--- config.mk ---
export PLATFORM = sky130hd
export DESIGN_NAME = ptm_core
export DESIGN_NICKNAME = d
export VERILOG_FILES = /design/src/hdl/ptm_pkg.sv /design/src/hdl/ptm_core.sv
export SDC_FILE = /design/constraint.sdc
export NUM_CORES = 1
export LEC_CHECK = 0
export BUFFER_PORTS_ARGS = -buffer_cell sky130_fd_sc_hd__buf_2
export CORE_MARGIN = 5
export CORE_UTILIZATION = 60
export CTS_CLUSTER_DIAMETER = 100
export DETAILED_ROUTE_END_ITERATION = 12
export HOLD_SLACK_MARGIN = 0.02
export PLACE_DENSITY = 0.8
export SYNTH_ARGS = -nofsm -noshare
export SYNTH_HDL_FRONTEND = slang
export SYNTH_SLANG_ARGS = --single-unit
export TNS_END_PERCENT = 10
--- constraint.sdc ---
create_clock -name core_clk_i -period 5.96 [get_ports core_clk_i]
set_input_delay 0.596 -clock core_clk_i [delete_from_list [all_inputs] [get_ports core_clk_i]]
set_output_delay 0.596 -clock core_clk_i [all_outputs]
set_load 0.005 [all_outputs]
--- src/hdl/ptm_pkg.sv ---
// package: register map, fields and types of the periodic timer core
package ptm_pkg;
    localparam int unsigned ADDR_W = 3;
    localparam logic [2:0] OFF_CTRL0   = 3'h0;
    localparam logic [2:0] OFF_CTRL1   = 3'h1;
    localparam logic [2:0] OFF_CNT_LO  = 3'h2;
    localparam logic [2:0] OFF_CNT_HI  = 3'h3;
    localparam logic [2:0] OFF_CMPA_LO = 3'h4;
    localparam logic [2:0] OFF_CMPA_HI = 3'h5;
    localparam logic [2:0] OFF_CMPP_LO = 3'h6;
    localparam logic [2:0] OFF_CMPP_HI = 3'h7;
    localparam logic [7:0] CTRL0_RESET = 8'h00;
    localparam logic [7:0] CTRL1_RESET = 8'h00;
    localparam logic [7:0] CTRL0_MASK  = 8'hf8;
    localparam int unsigned PAUSE_BIT  = 7;
    localparam int unsigned RUN_BIT    = 3;
    localparam int unsigned CNT_W      = 10;
    localparam int unsigned SYS_DIV    = 4;
    localparam int unsigned HI_DIV16   = 16;
    localparam int unsigned HI_DIV64   = 64;

    typedef enum logic [1:0] {
        PTM_MODE_CMP  = 2'b00,
        PTM_MODE_CAP  = 2'b01,
        PTM_MODE_PWM  = 2'b10,
        PTM_MODE_TMR  = 2'b11
    } ptm_mode_type;

    typedef enum logic [2:0] {
        PTM_CK_SYS4 = 3'b000,
        PTM_CK_SYS  = 3'b001,
        PTM_CK_H16  = 3'b010,
        PTM_CK_H64  = 3'b011,
        PTM_CK_SUB0 = 3'b100,
        PTM_CK_SUB1 = 3'b101,
        PTM_CK_EXTR = 3'b110,
        PTM_CK_EXTF = 3'b111
    } ptm_clk_type;

    typedef struct packed {
        logic        counter_pause;
        ptm_clk_type clock_source_select;
        logic        timer_run;
    } ptm_ctrl0_type;

    typedef struct packed {
        ptm_mode_type operating_mode_select;
        logic [1:0]   pin_function_select;
        logic         output_initial_level;
        logic         output_polarity;
        logic         capture_source_select;
        logic         counter_clear_select;
    } ptm_ctrl1_type;

    typedef struct packed {
        logic [ADDR_W-1:0] addr;
        logic [7:0]        wdata;
        logic              wr;
        logic              rd;
    } ptm_bus_req_type;

    typedef struct packed {
        ptm_ctrl0_type   c0;
        ptm_ctrl1_type   c1;
        logic [CNT_W-1:0] cnt;
        logic [CNT_W-1:0] cmpa;
        logic [CNT_W-1:0] cmpp;
        logic [5:0]       pdiv;
        logic [1:0]       sdiv;
        logic             out;
        logic             irq;
        logic [7:0]       rdata;
        logic [1:0]       ck_sync;
        logic [1:0]       cap_sync;
        logic             ck_prev;
        logic             cap_prev;
    } ptm_state_type;
endpackage : ptm_pkg

--- src/hdl/ptm_core.sv ---
// periodic timer core: 10-bit counter, compare A/P, capture, pwm and register port
`timescale 1ns/10ps
module ptm_core
    import ptm_pkg::*;
(
    input  wire logic            core_clk_i,
    input  wire logic            rst_i,
    input  wire logic [ADDR_W-1:0] addr_i,
    input  wire logic [7:0]      wdata_i,
    input  wire logic            wr_i,
    input  wire logic            rd_i,
    output logic [7:0]           rdata_o,
    input  wire logic            high_clk_en_i,
    input  wire logic            sub_clk_en_i,
    input  wire logic            external_clock_pin_i,
    input  wire logic            capture_input_pin_i,
    output logic                 timer_output_pin_o,
    output logic                 timer_output_pin_n_o,
    output logic                 timer_irq_o
);
    ptm_state_type   s_q;
    ptm_state_type   s_d;
    ptm_bus_req_type req;
    logic            tick;
    logic            run_rise;
    logic            match_a;
    logic            match_p;
    logic            ovf;
    logic            clr;
    logic            ck_rise;
    logic            ck_fall;
    logic            trig_now;
    logic            trig_prev;
    logic            cap_ev;
    logic            req_lvl;
    logic            act;
    logic            pin_lvl;
    logic [7:0]      wr_c0;

    assign req = '{addr: addr_i, wdata: wdata_i, wr: wr_i, rd: rd_i};
    assign wr_c0 = req.wdata & CTRL0_MASK;

    // clock-source enable pulses; pin edges come from the synchronised copies only
    assign ck_rise = s_q.ck_sync[1] & ~s_q.ck_prev;
    assign ck_fall = ~s_q.ck_sync[1] & s_q.ck_prev;

    always_comb begin
        unique case (s_q.c0.clock_source_select)
            PTM_CK_SYS4: tick = (s_q.sdiv == 2'(SYS_DIV - 1));
            PTM_CK_SYS:  tick = 1'b1;
            PTM_CK_H16:  tick = high_clk_en_i && (s_q.pdiv[3:0] == 4'(HI_DIV16 - 1));
            PTM_CK_H64:  tick = high_clk_en_i && (s_q.pdiv == 6'(HI_DIV64 - 1));
            PTM_CK_SUB0,
            PTM_CK_SUB1: tick = sub_clk_en_i;
            PTM_CK_EXTR: tick = ck_rise;
            PTM_CK_EXTF: tick = ck_fall;
        endcase
    end

    assign run_rise = req.wr && (req.addr == OFF_CTRL0) && wr_c0[RUN_BIT]
                      && !s_q.c0.timer_run;
    assign match_a = (s_q.cnt == s_q.cmpa);
    assign match_p = (s_q.cnt == s_q.cmpp);
    assign act     = tick && s_q.c0.timer_run && !s_q.c0.counter_pause;
    assign ovf     = act && (s_q.cnt == '1) && (s_q.cmpp == '0);

    // clear events: capture and pwm always use P, compare/timer follow clear select
    always_comb begin
        if (s_q.c1.operating_mode_select == PTM_MODE_CMP
            || s_q.c1.operating_mode_select == PTM_MODE_TMR) begin
            clr = s_q.c1.counter_clear_select ? (act && match_a)
                                              : (act && match_p && s_q.cmpp != '0);
        end else begin
            clr = act && match_p && s_q.cmpp != '0;
        end
    end

    // capture trigger source and edge
    assign trig_now  = s_q.c1.capture_source_select ? s_q.ck_sync[1] : s_q.cap_sync[1];
    assign trig_prev = s_q.c1.capture_source_select ? s_q.ck_prev : s_q.cap_prev;
    always_comb begin
        unique case (s_q.c1.pin_function_select)
            2'b00:   cap_ev = trig_now & ~trig_prev;
            2'b01:   cap_ev = ~trig_now & trig_prev;
            2'b10:   cap_ev = trig_now ^ trig_prev;
            default: cap_ev = 1'b0;
        endcase
    end

    // compare-mode target level for an A match
    always_comb begin
        unique case (s_q.c1.pin_function_select)
            2'b00:   req_lvl = s_q.out;
            2'b01:   req_lvl = 1'b0;
            2'b10:   req_lvl = 1'b1;
            default: req_lvl = ~s_q.out;
        endcase
    end

    always_comb begin
        s_d = s_q;
        s_d.rdata = '0;
        s_d.irq = 1'b0;
        s_d.ck_sync  = {s_q.ck_sync[0], external_clock_pin_i};
        s_d.cap_sync = {s_q.cap_sync[0], capture_input_pin_i};
        s_d.ck_prev  = s_q.ck_sync[1];
        s_d.cap_prev = s_q.cap_sync[1];
        s_d.sdiv = s_q.sdiv + 2'd1;
        if (high_clk_en_i) begin
            s_d.pdiv = s_q.pdiv + 6'd1;
        end

        // counting
        if (act) begin
            if (clr || ovf) begin
                s_d.cnt = '0;
            end else begin
                s_d.cnt = s_q.cnt + 10'd1;
            end
        end
        if (act && (match_a || match_p || ovf)
            && s_q.c1.operating_mode_select != PTM_MODE_CAP) begin
            s_d.irq = 1'b1;
        end

        // output behaviour per mode
        unique case (s_q.c1.operating_mode_select)
            PTM_MODE_CMP: begin
                if (act && match_a) begin
                    s_d.out = req_lvl;
                end
            end
            PTM_MODE_CAP: begin
                if (s_q.c0.timer_run && cap_ev) begin
                    s_d.cmpa = s_q.cnt;
                    s_d.irq  = 1'b1;
                end
                if (act && match_p && s_q.cmpp != '0) begin
                    s_d.irq = 1'b1;
                end
            end
            PTM_MODE_PWM: begin
                unique case (s_q.c1.pin_function_select)
                    2'b00: s_d.out = ~s_q.c1.output_initial_level;
                    2'b01: s_d.out = s_q.c1.output_initial_level;
                    2'b10: begin
                        if (act && clr) begin
                            s_d.out = s_q.c1.output_initial_level;
                        end else if (act && match_a) begin
                            s_d.out = ~s_q.c1.output_initial_level;
                        end
                    end
                    default: begin
                        // single pulse: active while running, A match ends it
                        if (act && match_a) begin
                            s_d.out = ~s_q.c1.output_initial_level;
                            s_d.c0.timer_run = 1'b0;
                        end
                    end
                endcase
            end
            default: ;
        endcase

        // register writes
        if (req.wr) begin
            unique case (req.addr)
                OFF_CTRL0: s_d.c0 = ptm_ctrl0_type'(wr_c0[7:3]);
                OFF_CTRL1: s_d.c1 = ptm_ctrl1_type'(req.wdata);
                OFF_CMPA_LO: s_d.cmpa[7:0] = req.wdata;
                OFF_CMPA_HI: s_d.cmpa[9:8] = req.wdata[1:0];
                OFF_CMPP_LO: s_d.cmpp[7:0] = req.wdata;
                OFF_CMPP_HI: s_d.cmpp[9:8] = req.wdata[1:0];
                default: ; // counter bytes are read-only
            endcase
        end
        if (run_rise) begin
            s_d.cnt = '0;
            // forced pwm levels are not restart levels, so they keep the pin
            if (s_d.c1.operating_mode_select == PTM_MODE_CMP
                || (s_d.c1.operating_mode_select == PTM_MODE_PWM
                    && s_d.c1.pin_function_select[1])) begin
                s_d.out = s_d.c1.output_initial_level;
            end
        end

        // read data one cycle after the strobe
        if (req.rd) begin
            unique case (req.addr)
                OFF_CTRL0:   s_d.rdata = {s_q.c0, 3'b000};
                OFF_CTRL1:   s_d.rdata = s_q.c1;
                OFF_CNT_LO:  s_d.rdata = s_q.cnt[7:0];
                OFF_CNT_HI:  s_d.rdata = {6'h00, s_q.cnt[9:8]};
                OFF_CMPA_LO: s_d.rdata = s_q.cmpa[7:0];
                OFF_CMPA_HI: s_d.rdata = {6'h00, s_q.cmpa[9:8]};
                OFF_CMPP_LO: s_d.rdata = s_q.cmpp[7:0];
                OFF_CMPP_HI: s_d.rdata = {6'h00, s_q.cmpp[9:8]};
            endcase
        end
    end

    always_ff @(posedge core_clk_i) begin
        if (rst_i) begin
            s_q <= '0;
        end else begin
            s_q <= s_d;
        end
    end

    // polarity ignored in timer mode, where the pin simply rests low
    assign pin_lvl = (s_q.c1.operating_mode_select == PTM_MODE_TMR) ? 1'b0
                     : (s_q.out ^ s_q.c1.output_polarity);
    assign timer_output_pin_o   = pin_lvl;
    assign timer_output_pin_n_o = ~pin_lvl;
    assign rdata_o              = s_q.rdata;
    assign timer_irq_o          = s_q.irq;

    cnt_clear_a: assert property (@(posedge core_clk_i) disable iff (rst_i)
        run_rise |=> s_q.cnt == '0)
        else $error("counter not cleared by run rise");
    pause_hold_a: assert property (@(posedge core_clk_i) disable iff (rst_i)
        (s_q.c0.counter_pause && !run_rise) |=> $stable(s_q.cnt))
        else $error("counter moved while paused");
    off_hold_a: assert property (@(posedge core_clk_i) disable iff (rst_i)
        (!s_q.c0.timer_run && !run_rise) |=> $stable(s_q.cnt))
        else $error("counter moved while off");
    ctrl0_low_a: assert property (@(posedge core_clk_i) disable iff (rst_i)
        (req.rd && req.addr == OFF_CTRL0) |=> rdata_o[2:0] == 3'b000)
        else $error("ctrl0 low bits not zero");
    cnt_read_a: assert property (@(posedge core_clk_i) disable iff (rst_i)
        (req.rd && req.addr == OFF_CNT_LO) |=> rdata_o == $past(s_q.cnt[7:0]))
        else $error("counter low byte read wrong");
    match_irq_a: assert property (@(posedge core_clk_i) disable iff (rst_i)
        (act && match_a && s_q.c1.operating_mode_select == PTM_MODE_CMP)
        |=> timer_irq_o)
        else $error("no interrupt on match");
    clr_a_zero_a: assert property (@(posedge core_clk_i) disable iff (rst_i)
        (act && match_a && s_q.c1.counter_clear_select && !req.wr
         && s_q.c1.operating_mode_select == PTM_MODE_CMP) |=> s_q.cnt == '0)
        else $error("A match did not clear counter");
    set_high_a: assert property (@(posedge core_clk_i) disable iff (rst_i)
        (act && match_a && s_q.c1.operating_mode_select == PTM_MODE_CMP
         && s_q.c1.pin_function_select == 2'b10 && !req.wr) |=> s_q.out)
        else $error("output not driven high on match");
    sys_tick_a: assert property (@(posedge core_clk_i) disable iff (rst_i)
        (s_q.c0.clock_source_select == PTM_CK_SYS && s_q.c0.timer_run
         && !s_q.c0.counter_pause && !clr && !ovf && !req.wr)
        |=> s_q.cnt == $past(s_q.cnt) + 10'd1)
        else $error("counter did not advance on system clock");
    clr_p_zero_a: assert property (@(posedge core_clk_i) disable iff (rst_i)
        (act && match_p && s_q.cmpp != '0 && !s_q.c1.counter_clear_select)
        |=> s_q.cnt == '0)
        else $error("P match did not clear counter");
    toggle_out_a: assert property (@(posedge core_clk_i) disable iff (rst_i)
        (act && match_a && s_q.c1.operating_mode_select == PTM_MODE_CMP
         && s_q.c1.pin_function_select == 2'b11) |=> s_q.out != $past(s_q.out))
        else $error("output did not toggle on match");
    run_restart_a: assert property (@(posedge core_clk_i) disable iff (rst_i)
        (run_rise && s_q.c1.operating_mode_select == PTM_MODE_CMP)
        |=> s_q.out == s_q.c1.output_initial_level)
        else $error("run rise did not restore initial level");
    forced_pwm_a: assert property (@(posedge core_clk_i) disable iff (rst_i)
        (s_q.c1.operating_mode_select == PTM_MODE_PWM && !s_q.c1.pin_function_select[1]
         && !req.wr)
        |=> s_q.out == (s_q.c1.output_initial_level ~^ s_q.c1.pin_function_select[0]))
        else $error("forced pwm level wrong");
    pulse_end_a: assert property (@(posedge core_clk_i) disable iff (rst_i)
        (act && match_a && s_q.c1.operating_mode_select == PTM_MODE_PWM
         && s_q.c1.pin_function_select == 2'b11 && !req.wr)
        |=> !s_q.c0.timer_run && s_q.out != s_q.c1.output_initial_level)
        else $error("single pulse did not end on match");
    cap_store_a: assert property (@(posedge core_clk_i) disable iff (rst_i)
        (s_q.c1.operating_mode_select == PTM_MODE_CAP && s_q.c0.timer_run && cap_ev
         && !req.wr) |=> s_q.cmpa == $past(s_q.cnt))
        else $error("capture did not store the count");
    cap_off_a: assert property (@(posedge core_clk_i) disable iff (rst_i)
        (s_q.c1.operating_mode_select == PTM_MODE_CAP && s_q.c1.pin_function_select == 2'b11
         && !req.wr) |=> $stable(s_q.cmpa))
        else $error("capture taken while disabled");
    rdata_idle_a: assert property (@(posedge core_clk_i) disable iff (rst_i)
        !req.rd |=> rdata_o == 8'h00)
        else $error("read data not idle");
endmodule : ptm_core

Word-level counts from Yosys, hierarchy flattened
Cells that the tools add are included.
Word-level totals
  register bits: 67
  input port bits: 19
Cells by class
  add/subtract/negate cells: 3
  equality and inequality tests: 27
  bitwise gates (word level): 14
  reduce and logical (&&, ||, !) cells: 39
  muxes and demuxes: 34
Operators by type and width (count)
  $pmux 8 s8: 1
  $mux 10: 3
  $eq 3x3->1 const B: 8
  $mux 8: 3
  $eq 10x10->1: 2
  $mux 20: 1
  $mux 1: 18
  $logic_and 1x1->1: 17
  $eq 3x2->1 const B: 4
  $add 10x1->10 const B: 1
  $eq 10x10->1 const B: 1
  $eq 2x2->1 const B: 5
  $logic_not 10->1: 1
  $reduce_bool 10->1: 1
  $mux 9: 1
  $pmux 1 s3: 3
  $not 1->1: 8
  $reduce_and 2->1: 4
  $pmux 1 s7: 1
  $add 6x1->6 const B: 1
  $eq 3x1->1 const B: 2
  $eq 6x6->1 const B: 1
  $logic_not 2->1: 3
  $logic_not 3->1: 2
  other kinds (12): 25

Logic depth before layout (Yosys ltp)
Gate-level depths: netlist of the first run.
  depth after elaboration: 16
  depth in mapped cells: 10
  depth with buffers taken out: 9

Worst setup path after synthesis of the first run
OpenSTA, ideal clock, no wires.
  path kind: input-to-reg
  start: input port addr_i[2]
  end: register s_q[15] in the netlist's numbering
  path slack: 3.850 ns
  cell stages on the path: 8
  arrival: 2.051 ns
  buffers on the path: 2
  path through: clkbuf_1 nand4bb_1 clkbuf_1 nor3_1 o21ai_0 a21oi_1 a311oi_1 a31o_1
On the way
  word-level cells in the longest chain between the ends: 8
Ends and longest elaborated chain
  from (decl): line ptm_core.sv:8  | input wire logic [ADDR_W-1:0] addr_i,
  $eq 3x1->1: line ptm_core.sv:167  | unique case (req.addr)
  $mux 8: line ptm_core.sv:167
  $mux 9: line ptm_core.sv:166  | if (req.wr) begin
  $eq 2x2->1: line ptm_core.sv:181  | || (s_d.c1.operating_mode_select == PTM_MODE_PWM
  $logic_and 1x1->1: line ptm_core.sv:182  | && s_d.c1.pin_function_select[1])) begin
  $logic_or 1x1->1: line ptm_core.sv:181
  $mux 1: line ptm_core.sv:180  | if (s_d.c1.operating_mode_select == PTM_MODE_CMP
  $mux 1 *: line ptm_core.sv:177  | if (run_rise) begin
  to (signal assigned): line ptm_core.sv:204  | s_q <= '0;
  to (signal assigned): line ptm_core.sv:206  | s_q <= s_d;
  to (decl): line ptm_core.sv:21  | ptm_state_type s_q;
Mark *: on every way between the ends. The rest lies on a longest branch, timed or not.
A chain may end at the register's enable or synchronous reset.

Final worst setup path of the first run
  start: register s_q[18] in the netlist's numbering
  end: register s_q[15] in the netlist's numbering
On the way
  word-level cells in the longest chain between the ends: 15
Ends and longest elaborated chain
  $eq 6x6->1 or $eq 4x4->1 (tied branches): line ptm_core.sv:52, ptm_core.sv:51
  $logic_and 1x1->1 (on tied branches): line ptm_core.sv:52, ptm_core.sv:51
  $pmux 1 s7 *: line ptm_core.sv:48  | unique case (s_q.c0.clock_source_select)
  $logic_and 1x1->1 * (2 in a row): line ptm_core.sv:64  | assign act = tick && s_q.c0.timer_run && !s_q.c0.counter_pause;
  $logic_and 1x1->1 (2 in a row): line ptm_core.sv:72, ptm_core.sv:74
  $mux 1: line ptm_core.sv:71  | clr = s_q.c1.counter_clear_select ? (act && match_a)
  $mux 1: line ptm_core.sv:69  | if (s_q.c1.operating_mode_select == PTM_MODE_CMP
  $logic_and 1x1->1: line ptm_core.sv:147  | if (act && clr) begin
  $mux 1: line ptm_core.sv:147
  $pmux 1 s3: line ptm_core.sv:143  | unique case (s_q.c1.pin_function_select)
  $pmux 1 s2 *: line ptm_core.sv:127  | unique case (s_q.c1.operating_mode_select)
  $mux 1: line ptm_core.sv:180
  $mux 1 *: line ptm_core.sv:177
Marks and branches as above.

==> results of run 1 <==
-- flip-flops by register name, indices dropped and copies added, names as in the netlist --
name         flops
rdata_o          8
s_d              4
timer_irq_o      1
s_q             54
-- through the flow --
stage | cells | utilization
final | 508 | 0.659
after floorplan | 426 | -
after CTS | 508 | 0.659
after detailed placement | 492 | 0.626
after global placement | 492 | 0.626
after global routing | 508 | 0.659
-- worst register-to-register path, cell delays in order, from the launching register on --
cell	delay [ns]
dfxtp_1	0.38
ha_1	0.18
nand4_1	0.13
o21ai_1	0.28
nand3_1	0.41
or4b_1	0.62
a311oi_1	0.29
a31o_1	0.18
-- logic make-up after synthesis --
group,after synthesis,share of synthesized area
multiplexers,31,0.0933
AO/OA/AOI/OAI,70,0.127
AND/OR/NAND/NOR,164,0.233
XOR/XNOR,35,0.0838
buffers and inverters,50,0.0656
flip-flops,67,0.366
adder cells (fa/ha/maj),9,0.0308
-- path summary, 6_finish.rpt --
path / startpoint / cells past startpoint / slack [ns] / to
worst min register to register: s_q[16] / 1 / 0.44 / s_q[16]
worst min-delay path: s_q[16] / 1 / 0.44 / s_q[16]
worst max-delay path: s_q[18] / 7 / 3.43 / s_q[15]
worst max register to register: s_q[18] / 7 / 3.43 / s_q[15]
-- report_power, final --
part	switching, uW	internal (uW)
Sequential	11.0	458
Combinational	50.5	30.7
Clock	178	194
Total	239	683
-- Yosys cell counts, types with 10 or more instances --
master / n / share of area
nand2_1: 44 / 0.045
a21oi_1: 21 / 0.029
nor2_1: 47 / 0.048
a211oi_1: 10 / 0.021
mux2i_1: 24 / 0.066
xnor2_1: 10 / 0.024
dfxtp_1: 67 / 0.37
inv_1: 10 / 0.010
nor2b_1: 16 / 0.027
clkbuf_1: 21 / 0.022
xor2_1: 25 / 0.060
nand4_1: 11 / 0.019
-- cell type report --
class | instances | area share
repair buffers | 30 | 0.0391
clock buffers | 10 | 0.0327
flip-flops and latches | 67 | 0.344
clock inverters | 6 | 0.0170
well taps | 75 | 0.0241
multi-input cells | 309 | 0.533
inverters | 11 | 0.0106
-- per-layer routing --
metal	vias to the layer above	part of all wire	routed length (um)	track usage
met5	-	0	0	0
met3	18	0.083	726	0.0480
li1	1489	-	-	-
met1	1444	0.47	4070	0.343
met4	0	0.020	176	0.0948
met2	124	0.43	3770	0.361
==> results by group, run 1 <==
Clocking
  – Root Driver: clkbuf_8
  – Hold buffers post-CTS: 0
  – Post-cts sizing count: 0
  – Clock transition at path regs: 0.08 ns
  – Clock Sinks: 67
  – Clk_lat worst skew: 0.35 ns
  – Total CTS buffers: 9
  – CTS H-tree lvls: 3
  – Clock Tree Buf Depth: 2
  – Setup bufs post-CTS: 0
  – TritonCTS clock tree: built

STA
  – Fin Setup TNS: 0 ns
  – Slew Viols, Final: 0
  – Skew final: 0.0104 ns
  – Final Hold Viols: 0
  – RSZ-0062 raised after global routing: no
  – Min Hold Slack: 0.435 ns
  – Final period util: 0.424
  – Final setup fails: 0
  – Fmax: 0.396 GHz
  – Final WS setup: 3.43 ns
  – Worst Max-Slew Pin Slew: 0.896 ns
  – Slew HR: 0.402
  – Fin crit period: 2.53 ns

Routing
  – Via-per-instance ratio: 6.05
  – Via count: 3,075
  – Pre-antenna DRT Iters: 4
  – Drt wl/cell: 17.2 um
  – Post-detailed-route count of antenna-violating nets: 0
  – DR iter-0 viols: 391
  – Drc violations: 0
  – Total wire length: 8.74 mm

GRT
  – Initial antenna violation count: 0
  – Gr ovfl total: 0
  – Gr usage total: 0.242
  – Vias in the first global route: 2,883
  – First-pass GRT wire length: 14.4 mm
  – Largest net degree at the start of global routing: 51

Setup path
  – Largest stage delay, worst path: 0.62 ns
  – CP Launch Type: register
  – Worst-path fanout max: 12
  – Worst path bufs/invs: 0
  – Crit-path leading delay family: simple AND/OR/NAND/NOR gates
  – Setup CP Type: register to register
  – Critical Path RT: 6.25 ns
  – Crit-path cells: ha_1 -> nand4_1 -> o21ai_1 -> nand3_1 -> or4b_1 -> a311oi_1 -> a31o_1
  – CP endpoint kind: register
  – CP arrival: 2.82 ns
  – Slowest-stage cell, CP: or4b_1

Logic synthesis
  – Cells after synthesis: 426
  – Warnings from Yosys: 0
  – Post-synth ARST share: 0
  – Synth cell types: 58
  – Post-Syn Area: 0.00366 mm^2
  – Top_reg_cell synth: dfxtp_1
  – Post-Syn Nets: 454
  – Yosys reg bits: 67
  – Seq/Total Area, Yosys: 0.366
  – Number of synthesized flops with an enable pin: 0
  – Syn Area/Cell: 8.59 um^2

Floorplanning
  – Die Ht: 88.1 um
  – Core area: 0.00592 mm^2
  – Die area: 0.00776 mm^2
  – FP Rows: 28
  – Ports: 30
  – Starting Density: 0.618
  – DIE WIDTH: 88.1 um

Placed design
  – Final Wtd Congestion: 0.966
  – DP HPWL: 6.27 mm
  – IO buf count: 29
  – Area post-placement: 0.00371 mm^2
  – Setup slack after placement: 3.30 ns

Pwr
  – Pwr/cell area: 236 mW/mm^2
  – Worst VDD drop: 0.183 mV
  – Leakage: 0.00154 uW
  – Tot Pwr: 922 uW

Finish
  – Final instance area: 0.00390 mm^2
  – Area taken by multi-input logic gates: 0.00208 mm^2
  – Most common cell after layout, fill and taps aside: dfxtp_1
  – Layout fillers: 511
  – Reg area: 0.00134 mm^2
  – Commonest non-fill, non-tap cells in the layout: dfxtp_1 (67), nor2_1 (47), nand2_1 (44), buf_2 (29), xor2_1 (25)
  – Nets: 456
  – N_diodes: 0
  – Share of cells above drive strength 1: 0.127
  – Area delta synth->final: 6.60%

Min path
  – Min-delay worst type: register to register

Status
  – Status: completed

Job
  – Number of max-cap violations: 0
Power figures use the tool's default switching activity.
==> run 2, diff against run 1 <==
==> constraint.sdc (replaced) <==
create_clock -name core_clk_i -period 2.57 [get_ports core_clk_i]
set_input_delay 0.257 -clock core_clk_i [delete_from_list [all_inputs] [get_ports core_clk_i]]
set_output_delay 0.257 -clock core_clk_i [all_outputs]
set_load 0.005 [all_outputs]
==> results by group, run 2 (synthesis gave the netlist of run 1 again) <==
Status
  – Status: completed

Finish
  – Most common cell after layout, fill and taps aside: dfxtp_1
  – Max reg flops: 54
  – Nets: 466
  – Commonest non-fill, non-tap cells in the layout: dfxtp_1 (67), nor2_1 (47), nand2_1 (44), buf_2 (29), xor2_1 (25)
  – Layout fillers: 480
  – N_diodes: 0
  – Most flop-heavy register: s_q
  – Share of cells above drive strength 1: 0.147
  – Area delta synth->final: 9.57%

Clocking
  – Clk_lat worst skew: 0.34 ns
  – Setup bufs post-CTS: 0
  – Clock Tree Buf Depth: 2
  – TritonCTS clock tree: built
  – Post-cts sizing count: 0
  – Clock transition at path regs: 0.07 ns
  – Root Driver: clkbuf_8
  – Hold buffers post-CTS: 0
  – CTS H-tree lvls: 3
  – Total CTS buffers: 9
  – Clock Sinks: 67

Setup path
  – Setup CP Type: register to register
  – CP Launch Type: register
  – Crit-path cells: ha_1 -> nand4_1 -> o21ai_1 -> nand3_1 -> or4b_1 -> a311oi_1 -> a31o_1
  – CP arrival: 2.64 ns
  – CP endpoint kind: register
  – Critical Path RT: 2.86 ns
  – Crit-path leading delay family: simple AND/OR/NAND/NOR gates
  – Largest stage delay, worst path: 0.55 ns
  – Worst-path fanout max: 5
  – Slowest-stage cell, CP: or4b_1
  – Worst path bufs/invs: 0

STA
  – Final Hold Viols: 0
  – Skew final: 0.00634 ns
  – Slew Viols, Final: 0
  – Fin Setup TNS: 0 ns
  – Fin crit period: 2.34 ns
  – Fmax: 0.427 GHz
  – RSZ-0062 raised after global routing: no
  – Final period util: 0.911
  – Worst Max-Slew Pin Slew: 0.601 ns
  – Slew HR: 0.594
  – Final setup fails: 0
  – Min Hold Slack: 0.138 ns

Pwr
  – Leakage: 0.00161 uW
  – Pwr/cell area: 568 mW/mm^2
  – Worst VDD drop: 0.391 mV

Floorplanning
  – Ports: 30
  – Core area: 0.00592 mm^2
  – Die area: 0.00776 mm^2
  – Starting Density: 0.618
  – Die Ht: 88.1 um
  – DIE WIDTH: 88.1 um
  – FP Rows: 28

Routing
  – Via-per-instance ratio: 6.14
  – Post-detailed-route count of antenna-violating nets: 0
  – Pre-antenna DRT Iters: 5
  – Via count: 3,178
  – DR iter-0 viols: 360
  – Total wire length: 9.27 mm
  – Drt wl/cell: 17.9 um
  – Drc violations: 0

GRT
  – First-pass GRT wire length: 15.3 mm
  – Largest net degree at the start of global routing: 29
  – Vias in the first global route: 3,001
  – Gr usage total: 0.258
  – Initial antenna violation count: 0
  – Gr ovfl total: 0

Job
  – Number of max-cap violations: 0

Placed design
  – IO buf count: 29
  – Final Wtd Congestion: 1.02
  – DP HPWL: 6.73 mm

Min path
  – Min-delay worst type: input pin to register
[run 2: changes by cell type in the layout (fill, tap and decap cells not counted)]
cell	previous run	this run
clkinvlp_4	0	1
clkinv_2	2	1
clkinv_4	3	0
buf_4	1	11
clkbuf_8	9	11
bufinv_16	1	2
[run 2: power breakdown]
part | switching [uW] | internal [uW]
Combinational | 120 | 75.1
Sequential | 26.3 | 1060
Clock | 395 | 598
[run 2: path summary, 6_finish.rpt]
kind | from | end | slack [ns] | cells after the start
min reg2reg | s_q[16] | s_q[16] | 0.44 | 1
min | external_clock_pin_i | s_d[5] | 0.14 | 2
max reg2reg | s_q[18] | s_q[15] | 0.23 | 7
max | s_q[18] | s_q[15] | 0.23 | 7
[run 2: final cells by class]
| cell class | count | area [um^2] | area share |
|---|---|---|---|
| Multi-Input combinational cell | 309 | 2080 | 0.518 |
| Sequential cell | 67 | 1340 | 0.334 |
| Timing Repair Buffer | 40 | 228 | 0.0568 |
| Clock buffer | 12 | 155 | 0.0387 |
| Tap cell | 75 | 93.8 | 0.0234 |
| Clock inverter | 4 | 72.6 | 0.0181 |
| Inverter | 11 | 41.3 | 0.0103 |
[run 2: per-layer routing]
layer,global-route usage,share of wire,up-vias
met5,0,0,-
met4,0.113,0.029,0
met3,0.0593,0.074,29
met2,0.384,0.43,150
met1,0.359,0.46,1502
li1,-,-,1497
[run 2: through the flow]
step | std cells | worst slack, ns | util | power [uW] | instance area, um^2
after global routing | 518 | 0.0631 | 0.677 | 2370 | 4010
after global placement | 502 | 0.369 | 0.639 | 1300 | 3780
after CTS | 518 | 0.301 | 0.677 | 2280 | 4010
after floorplan | 426 | 0.565 | - | 1230 | 3660
final | 518 | 0.228 | 0.677 | 2280 | 4010
after detailed placement | 502 | 0.315 | 0.639 | 1300 | 3780
==> run 3, diff against run 2 <==
--- a/config.mk
+++ b/config.mk
@@ -7,11 +7,10 @@
 export LEC_CHECK = 0
 export BUFFER_PORTS_ARGS = -buffer_cell sky130_fd_sc_hd__buf_2
 export CORE_MARGIN = 5
-export CORE_UTILIZATION = 60
+export CORE_UTILIZATION = 40
 export CTS_CLUSTER_DIAMETER = 100
 export DETAILED_ROUTE_END_ITERATION = 12
 export HOLD_SLACK_MARGIN = 0.02
-export PLACE_DENSITY = 0.8
 export SYNTH_ARGS = -nofsm -noshare
 export SYNTH_HDL_FRONTEND = slang
 export SYNTH_SLANG_ARGS = --single-unit
==> constraint.sdc (replaced) <==
create_clock -name core_clk_i -period 2.57 [get_ports core_clk_i]
set_input_delay 0.257 -clock core_clk_i [delete_from_list [all_inputs] [get_ports core_clk_i]]
set_output_delay 0.257 -clock core_clk_i [all_outputs]
set_load 0.05 [all_outputs]
==> results by group, run 3 (synthesis gave the netlist of run 1 again) <==
Finish
  – Area delta synth->final: 12.4%
  – Most flop-heavy register: s_q
  – Max reg flops: 54
  – Most common cell after layout, fill and taps aside: dfxtp_1
  – Commonest non-fill, non-tap cells in the layout: dfxtp_1 (67), nor2_1 (47), nand2_1 (44), buf_2 (29), xor2_1 (25)
  – Share of cells above drive strength 1: 0.158
  – Nets: 471
  – Final instance area: 0.00411 mm^2
  – N_diodes: 0

GRT
  – Vias in the first global route: 3,015
  – Largest net degree at the start of global routing: 34
  – Initial antenna violation count: 0
  – GRT busiest layer: met2
  – Global routing usage on met3: 0.0533
  – Gr ovfl total: 0
  – Met2 global-route usage: 0.271
  – Gr usage total: 0.183
  – First-pass GRT wire length: 16.0 mm
  – M1 GR Usage: 0.250

Min path
  – Min-Delay Endpoint: s_d[5]
  – Hold Startpoint: external_clock_pin_i
  – Min-delay worst type: input pin to register
  – Worst hold stages: 2

Placed design
  – DP HPWL: 7.40 mm
  – Area post-placement: 0.00386 mm^2
  – IO buf count: 29
  – Final Wtd Congestion: 0.936

STA
  – Fin Setup TNS: 0 ns
  – RSZ-0062 raised after global routing: no
  – Final setup fails: 0
  – Slew Viols, Final: 0
  – Slew HR: 0.563
  – Skew final: 0.0136 ns
  – Final Hold Viols: 0
  – Worst Max-Slew Pin Slew: 0.654 ns
  – Final period util: 0.900
  – Fin crit period: 2.31 ns
  – Fmax: 0.432 GHz

Floorplanning
  – Core area: 0.00906 mm^2
  – Ports: 30
  – Die area: 0.0112 mm^2
  – Die Ht: 106 um
  – Starting Density: 0.404
  – DIE WIDTH: 106 um
  – FP Rows: 35

Clocking
  – Clock transition at path regs: 0.08 ns
  – CTS H-tree lvls: 3
  – Hold buffers post-CTS: 0
  – Clock Sinks: 67
  – Clock Tree Buf Depth: 2
  – Root Driver: clkbuf_8
  – TritonCTS clock tree: built
  – Clk_lat worst skew: 0.35 ns
  – Post-cts sizing count: 0
  – Setup bufs post-CTS: 0
  – Total CTS buffers: 9

Setup path
  – CP Launch Type: register
  – Path depth of the worst reg2reg path: 6
  – Worst-path fanout max: 8
  – Reg2reg end: s_q[15]
  – Critical Path RT: 2.82 ns
  – CP arrival: 2.56 ns
  – Reg2Reg Launch Point: s_q[50]
  – Setup CP Type: register to register
  – Reg-to-reg slack, setup: 0.26 ns
  – CP endpoint kind: register

Routing
  – Drt wl/cell: 17.7 um
  – Via-per-instance ratio: 5.64
  – Pre-antenna DRT Iters: 5
  – DR iter-0 viols: 218
  – Via count: 3,150
  – Drc violations: 0
  – Post-detailed-route count of antenna-violating nets: 0
  – Total wire length: 9.91 mm

Pwr
  – Worst VDD drop: 0.297 mV
  – Leakage: 0.00164 uW
  – Pwr/cell area: 581 mW/mm^2

Status
  – Status: completed

Job
  – Number of max-cap violations: 0
run 3: stage by stage:
step	setup slack (ns)	hold slack [ns]	util	instances	power, uW
2_1_floorplan	0.565	0.338	-	426	1240
3_3_place_gp	0.316	0.408	0.426	543	1320
3_5_place_dp	0.299	0.416	0.426	543	1320
4_1_cts	0.282	0.108	0.454	559	2420
5_1_grt	0.105	0.128	0.454	559	2480
6_report	0.256	0.124	0.454	559	2390
run 3: cell type report:
| class | instances | area, um^2 |
|---|---|---|
| clock buffer | 9 | 124 |
| clock inverter | 7 | 124 |
| multi-input combinational | 309 | 2080 |
| fill | 875 | 4950 |
| tap | 111 | 139 |
| inverter | 11 | 41.3 |
| sequential | 67 | 1340 |
| timing repair buffer | 45 | 265 |
run 3: where the power goes:
group	total [uW]	internal (uW)	switching (uW)
clock network	1090	652	440
logic	211	78.0	133
registers	1090	1060	25.5
run 3: worst max-delay path by stage:
stage / startpoint / endpoint / slack [ns] / cells past startpoint
after CTS: s_q[46] / s_q[15] / 0.28 / 6
after global routing: s_q[18] / s_q[15] / 0.11 / 7
after global placement: s_q[46] / s_q[15] / 0.32 / 6
after floorplan: s_q[45] / s_q[15] / 0.57 / 7
after detailed placement: s_q[46] / s_q[15] / 0.30 / 6
final: s_q[50] / s_q[15] / 0.26 / 6
run 3: worst max-delay path, cell delays in order (launching register included):
cell	delay (ns)
dfxtp_1	0.53
xor2_1	0.12
nor4_1	0.42
nand4_1	0.26
o22a_2	0.33
or3b_1	0.35
a31o_1	0.20
run 3: metal layers:
layer  wire [um]  vias up  part of all wire
met2        4340      108              0.44
li1            -     1517                 -
met5           0        -                 0
met3         707       20             0.071
met4         229        0             0.023
met1        4630     1505              0.47
